$ cat src/muting_regs.vh
// Purpose: constants for the two-sensor muting block with override stage
// Assumes: 125 MHz system clock, millisecond tick for all timers
// Notes:   times in milliseconds; cycle count derived from the clock rate
`ifndef MUTING_REGS_VH
`define MUTING_REGS_VH

// clock and tick
`define CLK_FREQ_HZ        125000000
`define TICK_TIME_MS       1
`define TICK_CYCLES        ((`CLK_FREQ_HZ / 1000) * `TICK_TIME_MS)
// last divider count, TICK_CYCLES - 1 at the divider's own width
`define TICK_LAST          17'h1e847

// sensor window limits (ms)
`define SENSOR_WIN_MIN_MS  16'd2000
`define SENSOR_WIN_MAX_MS  16'd5000

// cycle and override timeout minimum (ms); zero selects unlimited
`define TIMEOUT_MIN_MS     24'd10000
`define TIMEOUT_UNLIMITED  24'h000000

// widths
`define MS_W               24
`define WIN_W              16

`endif

$ cat src/ms_timer.v
// Purpose: millisecond counter with a programmable limit and expiry flag
// Assumes: tick is a one-cycle enable pulse, one per millisecond
// Notes:   a limit of zero means unlimited; the counter saturates
`timescale 1ns/1ps
`default_nettype none
`include "muting_regs.vh"

module ms_timer #(
  parameter W = 24
) (
  input  wire         clk,
  input  wire         rst_n,
  input  wire         tick,       // millisecond enable pulse
  input  wire         run,        // count while high, clear while low
  input  wire [W-1:0] limit,      // expiry point, zero is unlimited
  output reg          expired     // level, high once limit reached
);

  reg [W-1:0] count_reg;          // elapsed milliseconds

  ////////////////////////////////////////////////////////////////////////
  // count up while running; clearing on run low restarts every window
  always @(posedge clk or negedge rst_n) begin
    if (!rst_n) begin
      count_reg <= {W{1'b0}};
      expired   <= 1'b0;
    end else if (!run) begin
      count_reg <= {W{1'b0}};
      expired   <= 1'b0;
    end else begin
      if (tick && (count_reg != {W{1'b1}})) begin
        count_reg <= count_reg + {{(W-1){1'b0}}, 1'b1};
      end
      // unlimited limit never expires
      expired <= (limit != {W{1'b0}}) && (count_reg >= limit);
    end
  end

endmodule

`default_nettype wire

$ cat src/muting_t.v
// Purpose: two-sensor muting of a light curtain input plus override stage
// Assumes: all inputs synchronous to CLOCK; config ports static in use
// Notes:   timers run from a shared millisecond tick
//
// Behaviour
// - mute once both sensors cut within window
// - end muting when any sensor releases
// - start only with sensors clear, curtain free
// - cycle timeout ends muting immediately
// - without enable option, muting always permitted
// - enable/disable mode arms on rising edge only
// - enable/disable falling edge cancels muting at once
// - enable-only never cancels; enable must drop first
// - override only when not muted and occupied
// - override ends when opening fully clear
// - maintained override ends on command release, clear or timeout
// - pulsed override starts on command edge, self ends
// - sensors-occupied option restricts qualifying occupancy
// - override has its own timeout
// - override active output while override runs
// - request output when activation conditions are met
// - manual reset gates output while muted input true
// - plain reset rising edge; monitored needs full pulse
`timescale 1ns/1ps
`default_nettype none
`include "muting_regs.vh"

module muting_t (
  input  wire                CLOCK,
  input  wire                RST_N,
  input  wire                CURTAIN_FREE,        // high: curtain clear
  input  wire                FIRST_MUTING_SENSOR, // high: beam cut
  input  wire                SECOND_MUTING_SENSOR,// high: beam cut
  input  wire                ENABLE_IN,           // muting enable input
  input  wire                OVERRIDE_CMD,        // operator override
  input  wire                RESET_IN,            // operator reset button
  input  wire                CFG_ENABLE_USED,     // enable option chosen
  input  wire                CFG_ENABLE_ONLY,     // 1 enable-only, 0 en/dis
  input  wire [`WIN_W-1:0]   CFG_SENSOR_WIN_MS,   // 2000..5000
  input  wire [`MS_W-1:0]    CFG_CYCLE_TIMEOUT_MS,// 0 unlimited
  input  wire [`MS_W-1:0]    CFG_OVR_TIMEOUT_MS,  // 0 unlimited
  input  wire                CFG_OVR_PULSED,      // 1 pulsed, 0 maintained
  input  wire                CFG_SENSORS_ONLY,    // sensors-occupied option
  input  wire                CFG_MANUAL_RESET,    // reset gate chosen
  input  wire                CFG_RESET_MONITORED, // 1 needs low-high-low
  output reg                 MUTING_ACTIVE,       // muting in progress
  output reg                 MUTED_OUT,           // curtain with muting
  output reg                 OVERRIDE_ACTIVE_OUT, // override in progress
  output reg                 OVERRIDE_REQUEST,    // override may start
  output reg                 SAFETY_SWITCHING_OUTPUT // block output
);

  // muting state codes, one-hot
  localparam [3:0] ST_IDLE  = 4'b0001; // waiting for free opening
  localparam [3:0] ST_READY = 4'b0010; // preliminary condition met
  localparam [3:0] ST_FIRST = 4'b0100; // one sensor cut, window runs
  localparam [3:0] ST_MUTE  = 4'b1000; // muting active

  ////////////////////////////////////////////////////////////////////////
  // millisecond tick divider
  reg [16:0] div_reg;                  // cycle counter within a ms
  reg        tick_reg;                 // one-cycle ms enable

  always @(posedge CLOCK or negedge RST_N) begin
    if (!RST_N) begin
      div_reg  <= 17'h00000;
      tick_reg <= 1'b0;
    end else if (div_reg == `TICK_LAST) begin
      div_reg  <= 17'h00000;
      tick_reg <= 1'b1;
    end else begin
      div_reg  <= div_reg + 17'h00001;
      tick_reg <= 1'b0;
    end
  end

  ////////////////////////////////////////////////////////////////////////
  // input history for edge detection
  reg en_d_reg;                        // enable last cycle
  reg ovr_d_reg;                       // override command last cycle
  reg rst_d_reg;                       // reset button last cycle

  always @(posedge CLOCK or negedge RST_N) begin
    if (!RST_N) begin
      en_d_reg  <= 1'b0;
      ovr_d_reg <= 1'b0;
      rst_d_reg <= 1'b0;
    end else begin
      en_d_reg  <= ENABLE_IN;
      ovr_d_reg <= OVERRIDE_CMD;
      rst_d_reg <= RESET_IN;
    end
  end

  wire en_rise  = ENABLE_IN & ~en_d_reg;
  wire en_fall  = ~ENABLE_IN & en_d_reg;
  wire ovr_rise = OVERRIDE_CMD & ~ovr_d_reg;
  wire rst_rise = RESET_IN & ~rst_d_reg;
  wire rst_fall = ~RESET_IN & rst_d_reg;

  wire s1 = FIRST_MUTING_SENSOR;
  wire s2 = SECOND_MUTING_SENSOR;

  ////////////////////////////////////////////////////////////////////////
  // enable arming: a rising edge arms one cycle, consumed at start
  reg armed_reg;                       // rising edge seen, not used yet
  reg start_mute;                      // muting starts this clock

  always @(posedge CLOCK or negedge RST_N) begin
    if (!RST_N) begin
      armed_reg <= 1'b0;
    end else if (en_rise) begin
      armed_reg <= 1'b1;
    end else if (start_mute || (en_fall && !CFG_ENABLE_ONLY)) begin
      armed_reg <= 1'b0;               // steady level never re-arms
    end
  end

  // falling edge cancel applies only in enable/disable mode
  wire en_cancel = CFG_ENABLE_USED & !CFG_ENABLE_ONLY & en_fall;
  // without the option the enable input is ignored; a cancelling edge
  // in the same clock as the second sensor must still win
  wire permitted = (!CFG_ENABLE_USED | armed_reg) & !en_cancel;

  ////////////////////////////////////////////////////////////////////////
  // timers
  wire win_expired;                    // sensor window passed
  wire cyc_expired;                    // cycle timeout passed
  wire ovr_expired;                    // override timeout passed
  reg  [3:0] state_reg;                // muting state
  reg  [3:0] state_next;
  reg        ovr_reg;                  // override running
  reg        ovr_next;

  ms_timer #(.W(`MS_W)) win_timer (
    .clk     (CLOCK),
    .rst_n   (RST_N),
    .tick    (tick_reg),
    .run     (state_reg == ST_FIRST),
    .limit   ({8'h00, CFG_SENSOR_WIN_MS}),
    .expired (win_expired)
  );

  // cycle timeout spans from first sensor to end of muting
  ms_timer #(.W(`MS_W)) cyc_timer (
    .clk     (CLOCK),
    .rst_n   (RST_N),
    .tick    (tick_reg),
    .run     ((state_reg == ST_FIRST) || (state_reg == ST_MUTE)),
    .limit   (CFG_CYCLE_TIMEOUT_MS),
    .expired (cyc_expired)
  );

  ms_timer #(.W(`MS_W)) ovr_timer (
    .clk     (CLOCK),
    .rst_n   (RST_N),
    .tick    (tick_reg),
    .run     (ovr_reg),
    .limit   (CFG_OVR_TIMEOUT_MS),
    .expired (ovr_expired)
  );

  ////////////////////////////////////////////////////////////////////////
  // muting state machine
  always @* begin
    state_next = state_reg;
    start_mute = 1'b0;
    case (state_reg)
      ST_IDLE: begin
        // opening free and sensors clear before a cycle may begin
        if (!s1 && !s2 && CURTAIN_FREE) begin
          state_next = ST_READY;
        end
      end
      ST_READY: begin
        if (!CURTAIN_FREE) begin
          state_next = ST_IDLE;
        end else if (permitted && s1 && s2) begin
          state_next = ST_MUTE;        // both at once: in window
          start_mute = 1'b1;
        end else if (permitted && (s1 ^ s2)) begin
          state_next = ST_FIRST;
        end
      end
      ST_FIRST: begin
        if (en_cancel || cyc_expired || win_expired) begin
          state_next = ST_IDLE;
        end else if (!s1 && !s2) begin
          state_next = ST_READY;       // first sensor backed off
        end else if (s1 && s2) begin
          state_next = ST_MUTE;
          start_mute = 1'b1;
        end
      end
      ST_MUTE: begin
        if (en_cancel || cyc_expired || !s1 || !s2) begin
          state_next = ST_IDLE;
        end
      end
      default: begin
        state_next = ST_IDLE;
      end
    endcase
  end

  always @(posedge CLOCK or negedge RST_N) begin
    if (!RST_N) begin
      state_reg <= ST_IDLE;
    end else begin
      state_reg <= state_next;
    end
  end

  // muting output: curtain forced true while muting
  wire muted_now = (state_next == ST_MUTE);
  wire muted_in  = CURTAIN_FREE | muted_now;

  ////////////////////////////////////////////////////////////////////////
  // override stage, fed by the muted signal
  wire sens_occ = s1 | s2;
  // qualifying occupancy depends on the sensors-only option
  wire occupied = CFG_SENSORS_ONLY ? sens_occ
                                   : (sens_occ | !CURTAIN_FREE);
  wire ovr_cond = !muted_in & occupied;
  wire all_clear = !s1 & !s2 & CURTAIN_FREE;
  // a fresh command edge is needed in both modes; the maintained mode
  // additionally stops the moment the operator lets go
  wire ovr_start = ovr_cond & ovr_rise;

  always @* begin
    ovr_next = ovr_reg;
    if (ovr_reg) begin
      if (all_clear || ovr_expired) begin
        ovr_next = 1'b0;
      end else if (!CFG_OVR_PULSED && !OVERRIDE_CMD) begin
        ovr_next = 1'b0;
      end
    end else if (ovr_start) begin
      ovr_next = 1'b1;
    end
  end

  always @(posedge CLOCK or negedge RST_N) begin
    if (!RST_N) begin
      ovr_reg <= 1'b0;
    end else begin
      ovr_reg <= ovr_next;
    end
  end

  ////////////////////////////////////////////////////////////////////////
  // operator reset: plain wants a rise, monitored wants rise then fall
  reg rst_half_reg;                    // rise seen, waiting for fall
  reg gate_reg;                        // output released by reset
  wire reset_ok = CFG_RESET_MONITORED ? (rst_fall & rst_half_reg)
                                      : rst_rise;

  always @(posedge CLOCK or negedge RST_N) begin
    if (!RST_N) begin
      rst_half_reg <= 1'b0;
      gate_reg     <= 1'b0;
    end else begin
      if (rst_rise) begin
        rst_half_reg <= 1'b1;
      end else if (rst_fall) begin
        rst_half_reg <= 1'b0;
      end
      // gate drops whenever the muted input goes false, so a new
      // reset is needed after every trip
      if (!muted_in) begin
        gate_reg <= 1'b0;
      end else if (reset_ok) begin
        gate_reg <= 1'b1;
      end
    end
  end

  ////////////////////////////////////////////////////////////////////////
  // registered outputs
  always @(posedge CLOCK or negedge RST_N) begin
    if (!RST_N) begin
      MUTING_ACTIVE           <= 1'b0;
      MUTED_OUT               <= 1'b0;
      OVERRIDE_ACTIVE_OUT     <= 1'b0;
      OVERRIDE_REQUEST        <= 1'b0;
      SAFETY_SWITCHING_OUTPUT <= 1'b0;
    end else begin
      MUTING_ACTIVE       <= muted_now;
      MUTED_OUT           <= muted_in;
      OVERRIDE_ACTIVE_OUT <= ovr_next;
      OVERRIDE_REQUEST    <= ovr_cond & !ovr_next;
      if (ovr_next) begin
        SAFETY_SWITCHING_OUTPUT <= 1'b1;
      end else if (CFG_MANUAL_RESET) begin
        SAFETY_SWITCHING_OUTPUT <= muted_in & (gate_reg | reset_ok);
      end else begin
        SAFETY_SWITCHING_OUTPUT <= muted_in;
      end
    end
  end

endmodule

`default_nettype wire

$ cat config.mk
export PLATFORM = sky130hd
export DESIGN_NAME = muting_t
export DESIGN_NICKNAME = d
export VERILOG_FILES = /design/src/ms_timer.v /design/src/muting_t.v
export VERILOG_INCLUDE_DIRS = /design/src
export SDC_FILE = /design/constraint.sdc
export NUM_CORES = 1
export LEC_CHECK = 0
export BUFFER_PORTS_ARGS = -buffer_cell sky130_fd_sc_hd__buf_4
export CAP_MARGIN = 10
export CORE_ASPECT_RATIO = 0.7
export CORE_MARGIN = 2
export CORE_UTILIZATION = 60
export DETAILED_ROUTE_END_ITERATION = 10
export PLACE_DENSITY = 0.81
export SETUP_SLACK_MARGIN = 0.4
export SYNTH_ARGS = -nofsm -noshare
export SYNTH_HDL_FRONTEND = slang
export SYNTH_SLANG_ARGS = --single-unit
$ cat constraint.sdc
create_clock -name CLOCK -period 2.6 [get_ports CLOCK]
set_input_delay 0.52 -clock CLOCK [delete_from_list [all_inputs] [get_ports CLOCK]]
set_output_delay 0.52 -clock CLOCK [all_outputs]
set_load 0.02 [all_outputs]
# Word level (Yosys, flattened, before mapping)
# Cells that the tools add are included.
[word_totals] register_bits=108 input_bits=78 out_inout_bits=5 wordCells=142
[op_classes] add_sub_neg=4 n_lt_le_gt_ge=3 n_eq_ne=13 n_mux=40 bitwise=26 n_reduce_logical=36
[op_table] cell="two-way mux 24 bit" count=6
[op_table] cell="adder 24 x 1 -> 24 bit (second input constant)" count=3
[op_table] cell="!= test 24 bit (second input constant)" count=3
[op_table] cell="nonzero test 24 bit" count=3
[op_table] cell="greater-or-equal comparator 24 bit" count=2
[op_table] cell="two-way mux 4 bit" count=8
[op_table] cell="greater-or-equal comparator 24 x 16 -> 1 bit" count=1
[op_table] cell="two-way mux 1 bit" count=23
[op_table] cell="adder 17 x 1 -> 17 bit (second input constant)" count=1
[op_table] cell="== test 17 bit (second input constant)" count=1
[op_table] cell="two-way mux 17 bit" count=1
[op_table] cell="one-hot mux 4 bit (4 select lines)" count=1
[op_table] cell="bitwise AND 1 bit" count=15
[op_table] cell="logical AND 1 bit" count=14
[op_table] cell="logical NOT 1 bit" count=10
[op_table] cell="== test 4 bit (second input constant)" count=2
[op_table] cell="logical OR 1 bit" count=7
[op_table] cell="NOT 1 bit" count=5
[op_table] cell="OR 1 bit" count=5
[op_table] cell="== test 4 x 1 -> 1 bit (second input constant)" count=1
[op_table] cell="== test 4 x 2 -> 1 bit (second input constant)" count=1
[op_table] cell="== test 4 x 3 -> 1 bit (second input constant)" count=1
[op_table] cell="!= test 2 x 1 -> 1 bit (second input constant)" count=2
[op_table] cell="!= test 2 bit (second input constant)" count=2
[op_table] cell="other kinds (3)" count=4

# Longest topological paths before layout
# Gate-level depths: netlist of run 1.
[depth] ltp_word=19 depth_mapped=8 depth_no_buf=7

# Cells and area by module
# A second synthesis of run 1 with hierarchy kept.
[hier_totals] cells_unflattened=858 area_unflattened_um2=7749.9
[by_module_without_submodules] mod="ms_timer (cyc_timer ...)" instances=2 cells_per_inst=230 area_per_inst_um2=2008.2 seq_area_each_um2=625.6
[by_module_without_submodules] mod="ms_timer (ovr_timer)" instances=1 cells_per_inst=234 area_per_inst_um2=2048.2 seq_area_each_um2=625.6
[by_module_without_submodules] mod="muting_t" instances=1 cells_per_inst=164 area_per_inst_um2=1685.4 seq_area_each_um2=827.0

# Least setup slack after synthesis of run 1
# OpenSTA, ideal clock, no wires.
[synth_path] kind="register -> register" startpoint="register win_timer.count_reg[0]" endpoint="register win_timer.count_reg[13]" setup_ns=0.140 t_arrival_ns=1.808 required_ns=2.460 path_slack_ns=0.652 path_stages_with_launch=8 path_buffers=2 synth_period_minus_slack_ns=1.948 path_cell_list="dfrtp_1 -> ha_1 -> and4_1 -> and4_1 -> buf_2 -> buf_2 -> o311ai_0 -> o41ai_1"
[synth_between] elab_chain_cells=3 word_cells_on_any_way=6 cone_classes="add/sub (1); eq/ne (2); mux (2); reduce/logical (1)"
[synth_rtl] element="start: declaration" line="ms_timer.v:19" source="reg [W-1:0] count_reg;"
[synth_rtl] element="start signal: assignment" line="ms_timer.v:25" source="count_reg <= {W{1'b0}};"
[synth_rtl] element="start signal: assignment" line="ms_timer.v:28" source="count_reg <= {W{1'b0}};"
[synth_rtl] element="start signal: assignment" line="ms_timer.v:32" source="count_reg <= count_reg + {{(W-1){1'b0}}, 1'b1};"
[synth_rtl] element="adder 24 x 1 -> 24 bit or != test 24 bit (tied branches)" line="ms_timer.v:32, ms_timer.v:31"
[synth_rtl] element="two-way mux 24 bit or logical AND 1 bit (tied branches)" line="ms_timer.v:31" source="if (tick && (count_reg != {W{1'b1}})) begin"
[synth_rtl] element="two-way mux 24 bit or != test 2 bit (tied branches)"
# Parallel ways exist; a longest one is shown, timed or not. The select of a mux whose other input is x is not followed.
# A chain may end at the register's enable or synchronous reset.

# Worst setup path after layout of run 1
[layout_path] startpoint="register cyc_timer.count_reg[2]" endpoint="register cyc_timer.count_reg[21]"
[layout_between] elab_chain_cells=3 word_cells_on_any_way=6 cone_classes="add/sub (1); eq/ne (2); mux (2); reduce/logical (1)"
[layout_rtl] element="start: declaration" line="ms_timer.v:19"
[layout_rtl] element="start signal: assignment" line="ms_timer.v:25"
[layout_rtl] element="start signal: assignment" line="ms_timer.v:28"
[layout_rtl] element="start signal: assignment" line="ms_timer.v:32"
[layout_rtl] element="adder 24 x 1 -> 24 bit or != test 24 bit (tied branches)" line="ms_timer.v:32, ms_timer.v:31"
[layout_rtl] element="two-way mux 24 bit or logical AND 1 bit (tied branches)" line="ms_timer.v:31"
[layout_rtl] element="two-way mux 24 bit or != test 2 bit (tied branches)"
# Parallel ways exist; a longest one is shown, timed or not. The select of a mux whose other input is x is not followed.

==> run metrics, run 1 <==
status=complete, no violations; Period minus WS final=2.16 ns; Routed Antenna Nets=0; dpl cell area=between 8000 and 9000 sq um; max_cap viols=0; dpl hpwl=13800 um; CP endpoint kind=flip-flop; Worst-Skew Late Latency=0.35 ns; CTS H-tree depth=3; DR DRC count=0; worst slew pin tran=0.664 ns; Initial Utilization=0.625; full die area=13300 sq um; Pwr Total=between 3 and 4 mW; PortBufs=roughly 80; xor/xnor share of the synthesized area=0.0801; syn avg cell area=9.12 sq um; CTS tree=done; post-synthesis cell count=815; dominant cells by area after synthesis=dfrtp_1 (36%), ha_1 (12%), xnor2_1 (5.8%); Critical Path Start Type=flip-flop; Reg clk slew, reported paths=0.07 ns; Post-CTS Hold Buffers=0; gpl congestion=0.896; worst hold margin=~0.15 ns; post-synth top area cell=dfrtp_1; Primary FF master, synth=dfrtp_1; critical path type=flip-flop to flip-flop; post-synthesis sequential area ratio=0.364; post-synthesis register bit count=108; Compound-Gate Fraction of Synth Area=0.122; Leak=~4.1 nW; Max clock buf depth=2; Die Wd=137 um; post-route setup TNS=0 ns; total track usage=0.286; Root Buffer=clkbuf_16; DRT Wirelength=18700 um; Required @ worst endpoint=2.81 ns; filler instances=between 800 and 900; most frequent cells in the layout=dfrtp_1 (106), buf_4 (90), inv_1 (81); vias in the first global route=6558; Setup Skew=0.00378 ns; Max Clk Rate=between 400 and 500 MHz; router iterations before antenna repair=6; grt total ovfl=0; Yosys Warn Count=0; commonest non-fill, non-tap cell in the layout=dfrtp_1; core footprint=11900 sq um; Post-Synth Adder-Cell Area=0.123; layout cells sized above 1=0.149; CP arrival=2.36 ns; Synth Net Count=966; combinational family with the most area after synthesis=simple AND/OR/NAND/NOR gates; final hold viol count=0; Vias=between 6000 and 7000; unrepaired setup endpoints after global routing=false; initial antenna violation count=0; vias per inst=6.29; Clock Sinks=108; first-pass GRT wire length=just over 30000 um; fin area=8570 sq um; Final setup viols=0; EDFF count, synth=0; Post-synth ARST share=1.00; slew margin rel.=0.553; P per Cell Area=389 nW/um^2; DR iter-0 viols=618; io pins=83; Avg WL per Cell=17.7 um; area share of the largest cell type after synthesis=0.360; Synth Cell Area=7440 sq um; Area growth syn-to-layout=15.2%; hold crit path type=input port to async pin; Peak supply drop=around 0.31 mV; FP Rows=33; pin count of the biggest net entering global routing=43; diode count=0; CTS Buf Count=9; CP max FO=8; post-synthesis mux area share=0.00555; period utilization=0.829; Final Max Slew Viols=0; post-synthesis simple-gate area fraction=0.250; Die Ht=97.1 um; Netlist cell types=64; Final #Nets=1045
[cells by family (layout without fill, tap and decap cells)]
| group | count (synthesis) | after routing |
|---|---|---|
| AOI/OAI and AO/OA | 129 | 129 |
| and+or+nand+nor | 328 | 328 |
| muxes | 4 | 4 |
| adders and majority gates | 73 | 73 |
| xor gates and xnor gates | 68 | 68 |
| DFF | 108 | 108 |
| buffers and inverters | 105 | 188 |
[critical path, stage by stage (launching register included)]
cell      delay, ns
dfrtp_1        0.50
nand3_2        0.13
or4_1          0.73
o311ai_0       0.48
o41ai_1        0.16
[power breakdown]
group / leakage, nW / switching (mW) / internal (mW) / total (mW)
combinational: 2.46 / 0.170 / 0.149 / 0.319
clock: 0.136 / 0.637 / 0.677 / 1.31
sequential: 1.47 / 0.00929 / 1.69 / 1.70
[final timing paths]
check                                  startpoint                      end  slack [ns]  cells after the start
max                        cyc_timer.count_reg[2]  cyc_timer.count_reg[21]        0.44                      4
max in group asynchronous                   RST_N                 tick_reg        1.72                      2
max reg2reg                cyc_timer.count_reg[2]  cyc_timer.count_reg[21]        0.44                      4
min reg2reg                              en_d_reg                armed_reg        0.48                      1
min in group CLOCK                   OVERRIDE_CMD                ovr_d_reg        0.29                      1
min                                         RST_N  cyc_timer.count_reg[12]        0.15                      1
[stage by stage]
stage / worst slack, ns / utilization / cells
finish: 0.445 / 0.720 / 1055
CTS: 0.438 / 0.714 / 1054
global placement: 0.417 / 0.691 / 1039
floorplan: 0.652 / - / 815
detailed placement: 0.303 / 0.691 / 1039
global route: 0.355 / 0.720 / 1055
[cell usage after synthesis (all sizes together) (2+ instances only)]
library cell	instances
nor3b	2
a31oi	9
ha	73
nor2b	5
or4b	3
or3	4
or2	3
or4	5
nor2	61
and3	15
a31o	2
and4	20
a21o	8
a41o	2
nor4b	4
nor4	30
dfrtp	107
nand3	36
o21a	4
nand3b	3
inv	82
a21oi	32
o2111ai	5
a2111oi	8
and2	28
xnor2	49
o211ai	5
nor4bb	2
a211oi	15
nand2b	8
nand4	37
xor2	19
o21ai	25
buf	11
o41ai	2
nor3	13
nand2	48
o311ai	2
mux2i	3
clkbuf	12
[area by class of cell]
| class | count | area, sq um | area share |
|---|---|---|---|
| repair buffers | 91 | 696 | 0.0812 |
| clock inverters | 5 | 37.5 | 0.00438 |
| flip-flops and latches | 108 | 2710 | 0.316 |
| multi-input cells | 602 | 4380 | 0.512 |
| well taps | 157 | 196 | 0.0229 |
| clock buffers | 10 | 239 | 0.0279 |
| inverters | 82 | 310 | 0.0362 |
[timing repair]
item                                    4_1_cts  5_1_grt
setup buffers                                 0        1
pin swaps                                     0        1
resized for setup                             1       12
endpoints found under the setup margin        8       30
[layer usage]
layer | track usage | share of wire | vias to the layer above
li1 | - | - | 3100
met1 | 0.400 | 0.44 | 3205
met2 | 0.453 | 0.46 | 298
met3 | 0.0532 | 0.082 | 29
met4 | 0.0833 | 0.016 | 0
met5 | 0 | 0 | -
Note: power is estimated with default switching activity, not from simulation.
==> run 2, diff against run 1 <==
ABC_AREA = 1   (was default)
CORE_UTILIZATION = 55   (was 60)
PLACE_DENSITY = 0.78   (was 0.81)
clock period = 1.7 ns   (was 2.6 ns; I/O delays follow)
==> run metrics, run 2 <==
Yosys Warn Count=0 (unchanged); DRT Wirelength=35400 um (was 18700 um); dominant cells by area after synthesis=dfrtp_1 (31%), nand2_1 (16%), ha_1 (11%) (was dfrtp_1 (36%), ha_1 (12%), xnor2_1 (5.8%)); most frequent cells in the layout=nand2_1 (280), buf_4 (198), inv_1 (165) (was dfrtp_1 (106), buf_4 (90), inv_1 (81)); DR iter-0 viols=1640 (was 618); placed cells=1582 (was 1039); CP endpoint kind=flip-flop (unchanged); DR DRC count=0 (unchanged); slew margin rel.=0.695 (was 0.553); initial antenna violation count=0 (unchanged); Die Wd=154 um (was 137 um); Clock Sinks=108 (unchanged); CP peak stage delay=0.61 ns (was 0.73 ns); max_cap viols=0 (unchanged); Critical Path Start Type=flip-flop (unchanged); Synth Net Count=1406 (was 966); slowest CP cell=dfrtp_1 (was or4_1); post-synthesis register bit count=108 (unchanged); first-pass GRT wire length=45700 um (was 30900 um); Final #Nets=1658 (was 1045); final hold viol count=3 (was 0); pin count of the biggest net entering global routing=80 (was 43); syn avg cell area=6.86 sq um (was 9.12 sq um); full die area=16700 sq um (was 13300 sq um); CTS Buf Count=9 (unchanged); io pins=83 (unchanged); commonest non-fill, non-tap cell in the layout=nand2_1 (was dfrtp_1); post-synthesis cell count=1255 (was 815); Reg clk slew, reported paths=0.09 ns (was 0.07 ns); Max Clk Rate=527 MHz (was 464 MHz); post-synthesis simple-gate area fraction=0.369 (was 0.250); violated checks=negative hold slack, negative setup slack; Synth Cell Area=8610 sq um (was 7440 sq um); Vias=10800 (was 6632); worst hold margin=-0.00185 ns (was 0.155 ns); period utilization=1.12 (was 0.829); PortBufs=82 (unchanged); post-route worst setup slack=-0.197 ns (was 0.445 ns); Finished Layout Cells=1712 (was 1055); Worst-Skew Late Latency=0.37 ns (was 0.35 ns); Primary FF master, synth=dfrtp_1 (unchanged); Post-synth ARST share=1.00 (unchanged); Initial Utilization=0.559 (was 0.625); Required @ worst endpoint=1.97 ns (was 2.81 ns); Max clock buf depth=2 (unchanged); Leak=6.49 nW (was 4.06 nW); vias in the first global route=9369 (was 6558); post-synth top area cell=dfrtp_1 (unchanged); area share of the largest cell type after synthesis=0.311 (was 0.360); unrepaired setup endpoints after global routing=true (was false); Post-synth top cells=nand2_1 (365), inv_1 (189), nor2_1 (128) (was dfrtp_1 (107), inv_1 (81), ha_1 (73)); flop2flop setup slack=-0.20 ns (was 0.44 ns); Netlist cell types=46 (was 64); Pwr Total=6.14 mW (was 3.34 mW); diode count=0 (unchanged); EDFF count, synth=0 (unchanged); Setup Skew=0.0159 ns (was 0.00378 ns); Most common cell on crit path=nor2_4; worst r2r src=win_timer.count_reg[2] (was cyc_timer.count_reg[2]); gpl congestion=0.943 (was 0.896); Die Ht=109 um (was 97.1 um); core footprint=15400 sq um (was 11900 sq um); Peak supply drop=0.415 mV (was 0.314 mV); CP Buf/Inv Count=1 (was 0); grt total ovfl=0 (unchanged); layout cells sized above 1=0.372 (was 0.149); family with the most delay on the worst path=simple AND/OR/NAND/NOR gates (unchanged); combinational family with the most area after synthesis=simple AND/OR/NAND/NOR gates (unchanged); Final setup viols=47 (was 0); Period minus WS final=1.90 ns (was 2.16 ns); top-count cell post-synth=nand2_1 (was dfrtp_1); critical path type=flip-flop to flip-flop (unchanged); Avg WL per Cell=20.7 um (was 17.7 um); post-synthesis mux area share=0 (was 0.00555); worst path cell trace=nand2_4, nor2_4, nand2_2, nor2_4, a21oi_4, nor2_8, buf_12, nand2_1, o21ai_1 (was nand3_2, or4_1, o311ai_0, o41ai_1); Area growth syn-to-layout=48.1% (was 15.2%); Final Max Slew Viols=0 (unchanged); Compound-Gate Fraction of Synth Area=0.0644 (was 0.122); dpl hpwl=17400 um (was 13800 um); P per Cell Area=482 nW/um^2 (was 389 nW/um^2); Root Buffer=clkbuf_16 (unchanged); fin area=12700 sq um (was 8570 sq um); CTS H-tree depth=3 (unchanged); CP max FO=13 (was 8); Post-Synth Adder-Cell Area=0.106 (was 0.123); CP arrival=2.17 ns (was 2.36 ns); hold crit path type=input port to async pin (unchanged); Routed Antenna Nets=0 (unchanged); R2R depth=9 (was 4); xor/xnor share of the synthesized area=0.0438 (was 0.0801); Post-CTS Hold Buffers=0 (unchanged); vias per inst=6.28 (was 6.29); FP Rows=38 (was 33); total track usage=0.342 (was 0.286); worst r2r dst=win_timer.count_reg[2] (was cyc_timer.count_reg[21]); CTS tree=done (unchanged); post-synthesis sequential area ratio=0.314 (was 0.364); status=finished with violations (was complete, no violations); router iterations before antenna repair=10 (was 6); worst slew pin tran=0.458 ns (was 0.664 ns); dpl cell area=10000 sq um (was 8210 sq um)
-- run 2: cell type report --
cell class              count  area, sq um
clock inverters             7          105
clock buffers               9          225
repair inverters            3         48.8
repair buffers            256         2370
inverters                 196          781
flip-flops and latches    108         2730
well taps                 200          250
fillers                   813         2660
multi-input cells         933         6240
-- run 2: how the worst max path moves through the flow --
stage	from	to	slack, ns	cells past startpoint
2_1_floorplan	win_timer.count_reg[0]	win_timer.count_reg[10]	0.09	9
3_3_place_gp	ovr_timer.count_reg[3]	ovr_timer.count_reg[13]	0.05	7
3_5_place_dp	ovr_timer.count_reg[1]	ovr_timer.count_reg[4]	0.05	12
4_1_cts	cyc_timer.count_reg[1]	cyc_timer.count_reg[14]	0.10	12
5_1_grt	win_timer.count_reg[0]	win_timer.count_reg[2]	-0.35	10
6_report	win_timer.count_reg[2]	win_timer.count_reg[2]	-0.20	9
-- run 2: routing by layer --
metal,share of wire,track usage,up-vias
met5,0,0,-
met4,0.073,0.130,0
li1,-,-,4575
met1,0.36,0.455,4854
met2,0.44,0.552,996
met3,0.13,0.0787,329
-- run 2: per-stage QoR --
stage | utilization | setup TNS (ns) | worst slack, ns | hold WS [ns]
floorplan | - | 0 | 0.0895 | 0.0444
detailed placement | 0.650 | 0 | 0.0521 | 0.412
global route | 0.828 | -6.20 | -0.348 | 0.0493
finish | 0.828 | -3.85 | -0.197 | -0.00185
CTS | 0.764 | 0 | 0.103 | 0.0302
global placement | 0.650 | 0 | 0.0492 | 0.413
-- run 2: worst reg2reg max path, stage by stage (launching register included) --
cell,delay [ns]
dfrtp_1,0.61
nand2_4,0.12
nor2_4,0.13
nand2_2,0.10
nor2_4,0.14
a21oi_4,0.11
nor2_8,0.21
buf_12,0.18
nand2_1,0.05
o21ai_1,0.15
-- run 2: report_power, final --
part,switching [mW],internal (mW)
sequential,0.0308,2.61
clock,1.11,1.32
combinational,0.588,0.488
-- run 2: logic make-up (layout without fill, tap and decap cells) --
logic type,count (synthesis),in the layout
compound gates,98,98
xor+xnor,43,43
fa+ha+maj,73,73
buf+inv,214,471
flops,108,108
simple gates,719,719
-- run 2: repair_timing --
| item | in CTS | in global routing |
|---|---|---|
| buffers inserted | 74 | 27 |
| cloned | 9 | 4 |
| hold endpoints to repair | 0 | 0 |
| setup endpoints to repair | 93 | 104 |
| gates resized for setup | 166 | 188 |
| pin swaps | 58 | 68 |
